<file path="config.mk">
export PLATFORM = sky130hd
export DESIGN_NAME = rbds_top
export DESIGN_NICKNAME = d
export VERILOG_FILES = /design/src/rbds_pkg.sv /design/src/rbds_bank.sv /design/src/rbds_top.sv
export VERILOG_INCLUDE_DIRS = /design/src
export SDC_FILE = /design/constraint.sdc
export NUM_CORES = 1
export LEC_CHECK = 0
export ABC_AREA = 1
export BUFFER_PORTS_ARGS = -buffer_cell sky130_fd_sc_hd__buf_2
export CORE_AREA = 8 8 299 301
export DETAILED_ROUTE_END_ITERATION = 16
export DIE_AREA = 0 0 307 309
export PLACE_DENSITY_LB_ADDON = 0.1
export SYNTH_ARGS = -nofsm -noshare
export SYNTH_HDL_FRONTEND = slang
export SYNTH_SLANG_ARGS = --single-unit
</file>
<file path="constraint.sdc">
create_clock -name core_clk -period 26.7 [get_ports core_clk]
set_input_delay 2.67 -clock core_clk [delete_from_list [all_inputs] [get_ports core_clk]]
set_output_delay 2.67 -clock core_clk [all_outputs]
set_load 0.01 [all_outputs]
</file>
<file path="src/rbds_defs.svh">
`ifndef RBDS_DEFS_SVH
`define RBDS_DEFS_SVH
`define RBDS_CLK_HZ 10000000
`define RBDS_OPEN_MIN_MS 5
`define RBDS_OPEN_CYCLES ((`RBDS_CLK_HZ / 1000) * `RBDS_OPEN_MIN_MS)
`define RBDS_ADDR_W 3
`define RBDS_BANKS 3
`define RBDS_LINES_PER_BANK 24
`define RBDS_RESETS_PER_BANK 4
`define RBDS_SETTLE_W 24
`define RBDS_SETTLE_RST 24'h000001
`endif

</file>
<file path="src/rbds_pkg.sv">
package rbds_pkg;
  typedef enum logic {RBDS_MODE_CONT, RBDS_MODE_PULSE} rbds_mode_e;
  typedef enum {RBDS_IDLE, RBDS_RESET_PULSE, RBDS_DRIVE_PULSE} rbds_bank_state_e;
endpackage : rbds_pkg

</file>
<file path="src/rbds_bank.sv">
`include "rbds_defs.svh"
module rbds_bank
  import rbds_pkg::*;
#(
  parameter int LINES = `RBDS_LINES_PER_BANK,
  parameter int RESETS = `RBDS_RESETS_PER_BANK,
  parameter int SW = `RBDS_SETTLE_W
) (
  input wire logic core_clk,
  input wire logic rst,
  input wire logic cmd_valid,
  input wire logic [LINES-1:0] cmd_lines,
  input wire logic cmd_need_reset,
  input wire logic pulse_mode,
  input wire logic [SW-1:0] settle_cycles,
  input wire logic force_open,
  output logic [LINES-1:0] coil_sink_line,
  output logic [RESETS-1:0] reset_line,
  output logic busy
);
  rbds_bank_state_e state, next_state;
  logic [SW-1:0] timer, next_timer;
  logic [LINES-1:0] pend, next_pend;
  logic [LINES-1:0] next_coil;
  logic [RESETS-1:0] next_reset;
  logic [SW-1:0] width;

  always_comb begin
    width = (settle_cycles == '0) ? SW'(1) : settle_cycles;
    next_state = state;
    next_timer = timer;
    next_pend = pend;
    next_coil = coil_sink_line;
    next_reset = reset_line;
    if (force_open) begin
      next_state = RBDS_IDLE;
      next_coil = '0;
      next_reset = '0;
      next_timer = '0;
    end else begin
      case (state)
        RBDS_IDLE: begin
          if (cmd_valid) begin
            if (!pulse_mode) begin
              next_coil = cmd_lines;
            end else if (cmd_need_reset) begin
              next_pend = cmd_lines;
              next_reset = '1;
              next_timer = width;
              next_state = RBDS_RESET_PULSE;
            end else begin
              next_coil = cmd_lines;
              next_timer = width;
              next_state = RBDS_DRIVE_PULSE;
            end
          end
        end
        RBDS_RESET_PULSE: begin
          next_timer = timer - SW'(1);
          if (timer == SW'(1)) begin
            next_reset = '0;
            next_coil = pend;
            next_timer = width;
            next_state = RBDS_DRIVE_PULSE;
          end
        end
        RBDS_DRIVE_PULSE: begin
          next_timer = timer - SW'(1);
          if (timer == SW'(1)) begin
            next_coil = '0;
            next_state = RBDS_IDLE;
          end
        end
        default: next_state = RBDS_IDLE;
      endcase
    end
  end

  always_ff @(posedge core_clk or posedge rst) begin
    if (rst) begin
      state <= RBDS_IDLE;
      timer <= '0;
      pend <= '0;
      coil_sink_line <= '0;
      reset_line <= '0;
      busy <= 1'b0;
    end else begin
      state <= next_state;
      timer <= next_timer;
      pend <= next_pend;
      coil_sink_line <= next_coil;
      reset_line <= next_reset;
      busy <= (next_state != RBDS_IDLE);
    end
  end
endmodule : rbds_bank

</file>
<file path="src/rbds_top.sv">
`include "rbds_defs.svh"
module rbds_top
  import rbds_pkg::*;
#(
  parameter int BANKS = `RBDS_BANKS,
  parameter int LINES = `RBDS_LINES_PER_BANK,
  parameter int RESETS = `RBDS_RESETS_PER_BANK,
  parameter int SW = `RBDS_SETTLE_W,
  parameter int AW = `RBDS_ADDR_W,
  parameter int OPEN_CYCLES = `RBDS_OPEN_CYCLES
) (
  input wire logic core_clk,
  input wire logic rst,
  input wire logic [AW-1:0] board_addr_switch,
  input wire logic cmd_valid,
  input wire logic [AW-1:0] cmd_addr,
  input wire logic [BANKS-1:0] cmd_bank_sel,
  input wire logic [LINES-1:0] cmd_lines,
  input wire logic cmd_need_reset,
  input wire logic settle_wr,
  input wire logic [SW-1:0] settle_wdata,
  input wire logic [BANKS-1:0] bank_pulse_mode,
  input wire logic soft_reset,
  input wire logic panel_open_n,
  input wire logic panel_accept,
  input wire logic system_open_in,
  output logic [BANKS*LINES-1:0] coil_sink_line,
  output logic [BANKS*RESETS-1:0] reset_line,
  output logic [BANKS-1:0] bank_busy,
  output logic [SW-1:0] settle_time,
  output logic system_open_out,
  output logic monitor_error
);
  logic [1:0] pin_sync, next_pin_sync;
  logic [1:0] sys_sync, next_sys_sync;
  logic [AW-1:0] addr_meta, next_addr_meta;
  logic [AW-1:0] addr_sync, next_addr_sync;
  logic [1:0] fill, next_fill;
  logic [31:0] low_cnt, next_low_cnt;
  logic open_latched, next_open_latched;
  logic [SW-1:0] next_settle;
  logic [AW-1:0] my_addr, next_my_addr;
  logic addr_caught, next_addr_caught;
  logic panel_active, force_open, cmd_ok;
  logic next_sys_out, next_mon;

  function automatic logic addr_match(input logic [AW-1:0] a, input logic [AW-1:0] b);
    addr_match = (a == b);
  endfunction : addr_match

  // pins and the other boards' open line cross into core_clk through two flops;
  // the rotary switch is static, so a per-bit synchroniser is enough for it
  always_comb begin
    next_pin_sync = {pin_sync[0], ~panel_open_n};
    next_sys_sync = {sys_sync[0], system_open_in};
    next_addr_meta = board_addr_switch;
    next_addr_sync = addr_meta;
    next_fill = {fill[0], 1'b1};
  end

  always_ff @(posedge core_clk or posedge rst) begin
    if (rst) begin
      pin_sync <= 2'h0;
      sys_sync <= 2'h0;
      addr_meta <= '0;
      addr_sync <= '0;
      fill <= 2'h0;
    end else begin
      pin_sync <= next_pin_sync;
      sys_sync <= next_sys_sync;
      addr_meta <= next_addr_meta;
      addr_sync <= next_addr_sync;
      fill <= next_fill;
    end
  end

  // open detection: set wins over a soft reset in the same cycle
  always_comb begin
    panel_active = panel_accept & pin_sync[1];
    next_low_cnt = panel_active ? low_cnt + ((low_cnt < OPEN_CYCLES) ? 32'h1 : 32'h0) : 32'h0;
    next_open_latched = open_latched;
    if ((panel_active && low_cnt >= OPEN_CYCLES - 1) || sys_sync[1]) begin
      next_open_latched = 1'b1;
    end else if (soft_reset && !panel_active && !sys_sync[1]) begin
      next_open_latched = 1'b0;
    end
    next_sys_out = next_open_latched;
    next_mon = next_open_latched | panel_active;
  end

  always_ff @(posedge core_clk or posedge rst) begin
    if (rst) begin
      low_cnt <= 32'h0;
      open_latched <= 1'b0;
      system_open_out <= 1'b0;
      monitor_error <= 1'b0;
    end else begin
      low_cnt <= next_low_cnt;
      open_latched <= next_open_latched;
      system_open_out <= next_sys_out;
      monitor_error <= next_mon;
    end
  end

  always_comb begin
    next_settle = settle_wr ? settle_wdata : settle_time;
  end

  always_ff @(posedge core_clk or posedge rst) begin
    if (rst) begin
      settle_time <= SW'(`RBDS_SETTLE_RST);
    end else begin
      settle_time <= next_settle;
    end
  end

  // address caught once, after the synchroniser has filled;
  // a switch turned in service takes effect only at the next reset
  always_comb begin
    next_my_addr = my_addr;
    next_addr_caught = addr_caught;
    if (!addr_caught && fill[1]) begin
      next_my_addr = addr_sync;
      next_addr_caught = 1'b1;
    end
  end

  always_ff @(posedge core_clk or posedge rst) begin
    if (rst) begin
      my_addr <= '0;
      addr_caught <= 1'b0;
    end else begin
      my_addr <= next_my_addr;
      addr_caught <= next_addr_caught;
    end
  end

  // commands before the address is caught are dropped, not queued
  always_comb begin
    force_open = open_latched;
    cmd_ok = cmd_valid && addr_caught && addr_match(cmd_addr, my_addr)
             && !open_latched && !panel_active;
  end

  // each bank keeps its own mode and sequencer so banks never mix
  genvar g;
  generate
    for (g = 0; g < BANKS; g++) begin : g_bank
      rbds_bank #(.LINES(LINES), .RESETS(RESETS), .SW(SW)) u_bank (
        .core_clk(core_clk),
        .rst(rst),
        .cmd_valid(cmd_ok & cmd_bank_sel[g]),
        .cmd_lines(cmd_lines),
        .cmd_need_reset(cmd_need_reset),
        .pulse_mode(bank_pulse_mode[g]),
        .settle_cycles(settle_time),
        .force_open(force_open),
        .coil_sink_line(coil_sink_line[g*LINES +: LINES]),
        .reset_line(reset_line[g*RESETS +: RESETS]),
        .busy(bank_busy[g])
      );
    end
  endgenerate
endmodule : rbds_top

</file>
==> impl_metrics.ini, run 1 <==
[power]
p_leak_nw = 12.5
p_per_area_mw_per_mm2 = 60.4
ir_worst_vdd_uv = 47.9

[hold_path]
holdPathStages = 0
min_from = addr_meta[1]
holdPathEnd = addr_sync[1]
min-delay-path-class = flop to flop

[critical_path]
end_kind = async pin
r2r_slack_ps = 23480
start_kind = input pin
cp_data_required_time_ps = 27330
cp_slowest_stage_delay_ps = 910
cp_cell_sequence = buf_2 > inv_8 > buf_4 > buf_4 > buf_4
crit_fanout = 82
r2r_cells = 12
r2r-start = g_bank[2].u_bank.state[27]
timing.rr.end = g_bank[2].u_bank.coil_sink_line[13]
crit_arrival_ps = 5820
cpMostUsedCell = buf_4
critPathTopFamily = buffers and inverters
worstSetupPathType = input pin to async pin
crit_buf_inv = 5
worst_path_max_delay_cell = buf_4

[cts]
cts_hold_buf = 0
clockRootBuffer = clkbuf_16
cts_buffers = 49
cts_htree_levels = 2
cts-resized-gates = 0
post_cts_buffers = 0
clk_pin_slew_ps = 60
clkLatencyLatePin_ps = 630
clock_path_buffers = 3
cts_tree = built
cts.sinks = 392

[drt]
wire_per_inst_um = 16.2
drc = 0
vias = 17400
dr.pass1.iters = 5
dr.first_iter.drc_count = 1131
vias_per_cell = 4.29
postRouteAntennaNets = 0
drt_wl_total_mm = 65.7

[synthesis]
synth_cells = 2642
yosysMostFrequentCell = nand2_1
netlist_area_mm2 = 0.0201
synth-seq-cells = 392
yosys-top-cells-area = dfrtp_1 (49%), nand2_1 (17%), nand3_1 (6.4%)
synth_edf_count = 0
synth_flop_cell = dfrtp_1
syn_area_per_cell_um2 = 7.60
ys_seq_area_share_pct = 48.9
ys_types = 44
synthTopCellsByCount = nand2_1 (915), dfrtp_1 (391), nor2_1 (325), nand3_1 (256), inv_1 (175)
synth_top_area_share_pct = 48.8
yosys_warnings = 0
async_reset_ff_share_pct = 100
synth_top_area_cell = dfrtp_1

[timing]
setup_violations = 0
finalHoldViolations = 0
period_share_pct = 19.4
fin_tns_setup_ps = 0
fin_ws_ps = 21510
rsz0062_at_grt = no
drv_slew = 0
tightest_slew_ps = 1170
finClkSkew_ps = 38.8
fmax_ghz = 0.193
finalCriticalPeriod_ps = 5190
relSlewSlack_pct = 21.9

[place]
place_congestion = 0.797
numPortBuffers = 181
place_hpwl_mm = 46.8
place_ws_ps = 20640

[cells_and_area]
nets = 2938
regArea_mm2 = 0.00981
fillCellCount = 9338
drive_gt1_share_pct = 12.7
areaGrowthSynthToFinish_pct = 19.1
multi_input_area_mm2 = 0.00917

[die]
io_pins = 182
rows = 107
die-area_mm2 = 0.0949
die-width_um = 307
initial_core_util_pct = 23.7
core_mm2 = 0.0846
die_h_um = 309

[global_route]
gr-total-overflow = 0
grt_first_pass_wirelength_mm = 103
grt_start_max_net_pins = 83
antenna_found_initial = 8
track_usage_pct = 13.6
grt_pass1_vias = 17300

[run]
cap_viol_max_count = 0

[run_status]
outcome = completed
==> flip-flops by register name, indices dropped and copies added (netlist names) <==
name / cells
addr_sync: 3
sys_sync: 2
addr_meta: 3
g_bank.u_bank.busy: 3
addr_caught: 1
pin_sync: 2
low_cnt: 32
g_bank.u_bank.pend: 72
g_bank.u_bank.state: 96
g_bank.u_bank.timer: 72
force_open: 1
my_addr: 3
monitor_error: 1
g_bank.u_bank.reset_line: 3
g_bank.u_bank.coil_sink_line: 72
fill: 2
settle_time: 24
==> logic make-up after synthesis <==
| kind of cell | count (synthesis) | synth area share (%) |
|---|---|---|
| DFF | 392 | 48.9 |
| AOI/OAI and AO/OA | 249 | 6.77 |
| buffers and inverters | 304 | 7.11 |
| adders and majority gates | 8 | 0.499 |
| and+or+nand+nor | 1624 | 33.9 |
| xor gates and xnor gates | 63 | 2.75 |
| other | 2 | 0.0374 |
==> cell usage in the layout (no fill, tap or decap), types with 8 or more instances in the layout <==
cell type	n
o21ai_1	65
nor2_1	325
clkbuf_16	49
nand4_1	35
nand3_1	256
buf_4	12
o21ai_0	70
xnor2_1	19
dfrtp_1	390
inv_1	174
ha_1	8
nor4_1	10
clkinv_2	11
buf_2	181
nor2_2	11
xor2_1	44
a21oi_1	84
inv_2	13
nand2_2	12
o21ai_2	22
conb_1	91
nor2_4	12
nor3_1	31
nand2_1	915
clkbuf_8	16
==> metrics by stage <==
step | utilization (%) | hold WS (ps) | cell area (um2) | instances | total power (W)
6_report | 28.2 | 346 | 23900 | 4048 | 0.00144
5_1_grt | 28.2 | 355 | 23900 | 4045 | 0.00152
4_1_cts | 28.2 | 350 | 23900 | 4045 | 0.00148
3_5_place_dp | 26.2 | 337 | 22100 | 3954 | 0.000755
3_3_place_gp | 26.2 | 331 | 22100 | 3954 | 0.000755
2_1_floorplan | - | 331 | 20400 | 2731 | 0.000703
==> where the power goes <==
part / internal [W] / total, W / leakage [nW] / switching, W
Clock: 0.000423 / 0.000703 / 0.863 / 0.000280
Combinational: 0.0000312 / 0.000106 / 6.47 / 0.0000753
Sequential: 0.000616 / 0.000634 / 5.13 / 0.0000188
Total: 0.00107 / 0.00144 / 12.5 / 0.000374
==> layout make-up <==
cell class / instances / area share (%)
Timing Repair Buffer: 193 / 4.17
Sequential cell: 392 / 41.1
Clock buffer: 70 / 6.13
Tap cell: 1144 / 5.99
Multi-Input combinational cell: 2035 / 38.4
Clock inverter: 21 / 1.21
Inverter: 190 / 3.02
Antenna cell: 3 / 0.0314
==> worst max path at each step <==
stage / from / end / slack [ps] / depth (start not counted)
4_1_cts: rst / g_bank[1].u_bank.coil_sink_line[22] / 21300 / 5
2_1_floorplan: rst / addr_caught / 13130 / 1
6_report: rst / g_bank[1].u_bank.busy / 21510 / 5
3_5_place_dp: rst / g_bank[1].u_bank.state[21] / 20640 / 5
3_3_place_gp: rst / g_bank[1].u_bank.state[18] / 20690 / 5
5_1_grt: rst / g_bank[1].u_bank.busy / 20960 / 5
==> layer usage <==
metal	vias up	track usage [%]	wire [um]	part of all wire (%)
met5	-	0	26	0.040
met4	4	3.41	1320	2.0
met3	75	2.88	3370	5.1
met2	304	21.4	29000	44
met1	8265	19.0	32000	49
li1	8737	-	-	-
No activity file was read; power rests on OpenSTA's default activity.
==> run 2, diff against run 1 <==
ABC_AREA = 0   (was 1)
CORE_AREA = 8 8 280 282   (was 8 8 299 301)
DIE_AREA = 0 0 288 290   (was 0 0 307 309)
clock period = 5.3 ns   (was 26.7 ns; I/O delays follow)
==> impl_metrics.ini, run 2 <==
[run_status]
outcome = completed

[timing]
tightest_slew_ps = 1250
rsz0062_at_grt = no
finalHoldViolations = 0
period_share_pct = 69.2
finClkSkew_ps = 39.9
drv_slew = 0
setup_violations = 0
finalCriticalPeriod_ps = 3670
fin_tns_setup_ps = 0
fin_ws_ps = 1630
relSlewSlack_pct = 15.6
fmax_ghz = 0.273

[critical_path]
crit_arrival_ps = 4130
critPathTopFamily = simple AND/OR/NAND/NOR gates
crit_fanout = 6
crit_buf_inv = 0
cp_data_required_time_ps = 5760
end_kind = flop
start_kind = flop
cp_cell_sequence = nor4_1 > o21ai_0 > a31oi_1 > ha_1 > ha_1 > nand4_1 > or4_1 > nor3_1 > and3_1 > xnor2_1 > nor2_1
cpMostUsedCell = ha_1
worst_path_max_delay_cell = or4_1
cp_slowest_stage_delay_ps = 660
worstSetupPathType = flop to flop

[synthesis]
synth_edf_count = 0
synthTopCellsByCount = dfrtp_1 (391), a22o_1 (122), nor2_1 (99), a21oi_1 (95), mux2_2 (80)
ys_types = 73
yosysMostFrequentCell = dfrtp_1
synth_top_area_share_pct = 55.7
synth-seq-cells = 392
yosys_warnings = 0
async_reset_ff_share_pct = 100
synth_cells = 1572
ys_seq_area_share_pct = 55.8
synth_top_area_cell = dfrtp_1
syn_area_per_cell_um2 = 11.2
netlist_area_mm2 = 0.0176
synth_flop_cell = dfrtp_1
yosys-top-cells-area = dfrtp_1 (56%), a22o_1 (6.1%), mux2_2 (5.1%)

[cells_and_area]
stdcell_count = 2836
drive_gt1_share_pct = 23.1
mostFrequentLayoutCells = dfrtp_1 (390), buf_2 (181), a22o_1 (122), nor2_1 (97), a21oi_1 (94)
nets = 1905
largest_reg_flops = 96
final_common_cell = dfrtp_1
largest-register = g_bank.u_bank.state
areaGrowthSynthToFinish_pct = 22.4
fillCellCount = 7713

[cts]
clock_path_buffers = 3
clkLatencyLatePin_ps = 620
clk_pin_slew_ps = 50
clockRootBuffer = clkbuf_16
cts_buffers = 48
cts_htree_levels = 2
cts_tree = built
cts.sinks = 392

[drt]
wire_per_inst_um = 20.8
vias = 13500
drt_wl_total_mm = 59.0
dr.first_iter.drc_count = 858
vias_per_cell = 4.77
postRouteAntennaNets = 0
drc = 0
dr.pass1.iters = 5

[global_route]
grt_first_pass_wirelength_mm = 90.3
gr-total-overflow = 0
grt_pass1_vias = 13800
antenna_found_initial = 7
track_usage_pct = 14.0
grt_start_max_net_pins = 157

[die]
io_pins = 182
die_h_um = 290
initial_core_util_pct = 23.8
die-width_um = 288
core_mm2 = 0.0738
rows = 100
die-area_mm2 = 0.0835

[power]
power_w = 0.00671
seqPwrFrac_pct = 46.4
clkPwrFrac_pct = 47.8
p_sw_w = 0.00169
p_int_w = 0.00503
combPwrFrac_pct = 5.8
ir_worst_vdd_uv = 233
p_sw_share_pct = 25.1
p_leak_nw = 9.84
p_per_area_mw_per_mm2 = 312

[place]
place_congestion = 0.817
numPortBuffers = 181
dp.cells = 2745
place_hpwl_mm = 39.2
place_ws_ps = 1620

[run]
cap_viol_max_count = 0

[hold_path]
min-delay-path-class = input pin to flop
[run 2: changes by cell type in the layout (fill, tap and decap cells not counted), moves of 31 or more]
cell / delta
inv_1: -128
o21ai_1: -65
a22o_1: +122
nor3_1: +31
nand3_1: -226
nand2_1: -861
nor4_1: +54
nor2_1: -228
o22ai_1: +35
mux2_2: +80
[run 2: path summary, 6_finish.rpt]
path | from | to | slack [ps] | cells past startpoint
min | board_addr_switch[2] | addr_meta[2] | 40 | 1
max | low_cnt[12] | low_cnt[26] | 1630 | 11
min reg2reg | sys_sync[0] | sys_sync[1] | 350 | 0
min in group asynchronous | rst | low_cnt[22] | 90 | 3
max reg2reg | low_cnt[12] | low_cnt[26] | 1630 | 11
max in group asynchronous | rst | settle_time[7] | 4310 | 3
[run 2: area by class of cell]
type                    instances  area (um2)  share of cell area [%]
repair buffers                222        1260                    5.84
clock inverters                15         159                   0.738
multi-input cells            1117        7490                    34.8
inverters                      47         180                   0.837
well taps                     969        1210                    5.63
flip-flops and latches        392        9810                    45.6
clock buffers                  71        1400                    6.49
diodes                          3        7.51                  0.0349
[run 2: through the flow]
step           area [um2]  util (%)  hold WS, ps
2_1_floorplan       17900         -          331
3_3_place_gp        19900      27.0          333
3_5_place_dp        19900      27.0          336
4_1_cts             21500      29.1         1.60
5_1_grt             21500      29.1         6.76
6_report            21500      29.2         44.9
[run 2: power by group through the flow]
stage | registers, W | clock network, W | logic, W
3_5_place_dp | 0.00317 | 0 | 0.000398
2_1_floorplan | 0.00316 | 0 | 0.000190
5_1_grt | 0.00312 | 0.00347 | 0.000434
3_3_place_gp | 0.00317 | 0 | 0.000398
4_1_cts | 0.00312 | 0.00334 | 0.000400
6_report | 0.00312 | 0.00321 | 0.000387
[run 2: timing repair]
item                                    in CTS  in global routing
buffers inserted                             0                  0
hold buffers                                 2                  0
endpoints found under the setup margin       0                  0
hold endpoints to repair                     2                  0
gates resized for setup                      0                  0
[run 2: logic make-up after synthesis]
family,Yosys count,synth area share [%]
compound gates,409,16.3
other cells,2,0.0427
mux,124,8.17
fa+ha+maj,8,0.569
buf+inv,152,3.73
simple gates,456,13.9
flops,392,55.8
xor+xnor,29,1.45
[run 2: worst reg2reg max path: stages (launching register included)]
cell and delay [ps]:
dfrtp_1 430, nor4_1 410, o21ai_0 160, a31oi_1 250
ha_1 230, ha_1 220, nand4_1 200, or4_1 660
nor3_1 550, and3_1 270, xnor2_1 120, nor2_1 50
[run 2: metal layers]
layer	track usage, %	vias up	part of all wire (%)
met5	0	-	0.058
met4	4.29	6	2.8
met3	3.07	92	5.6
met2	22.0	302	45
met1	19.0	6852	46
li1	-	6275	-
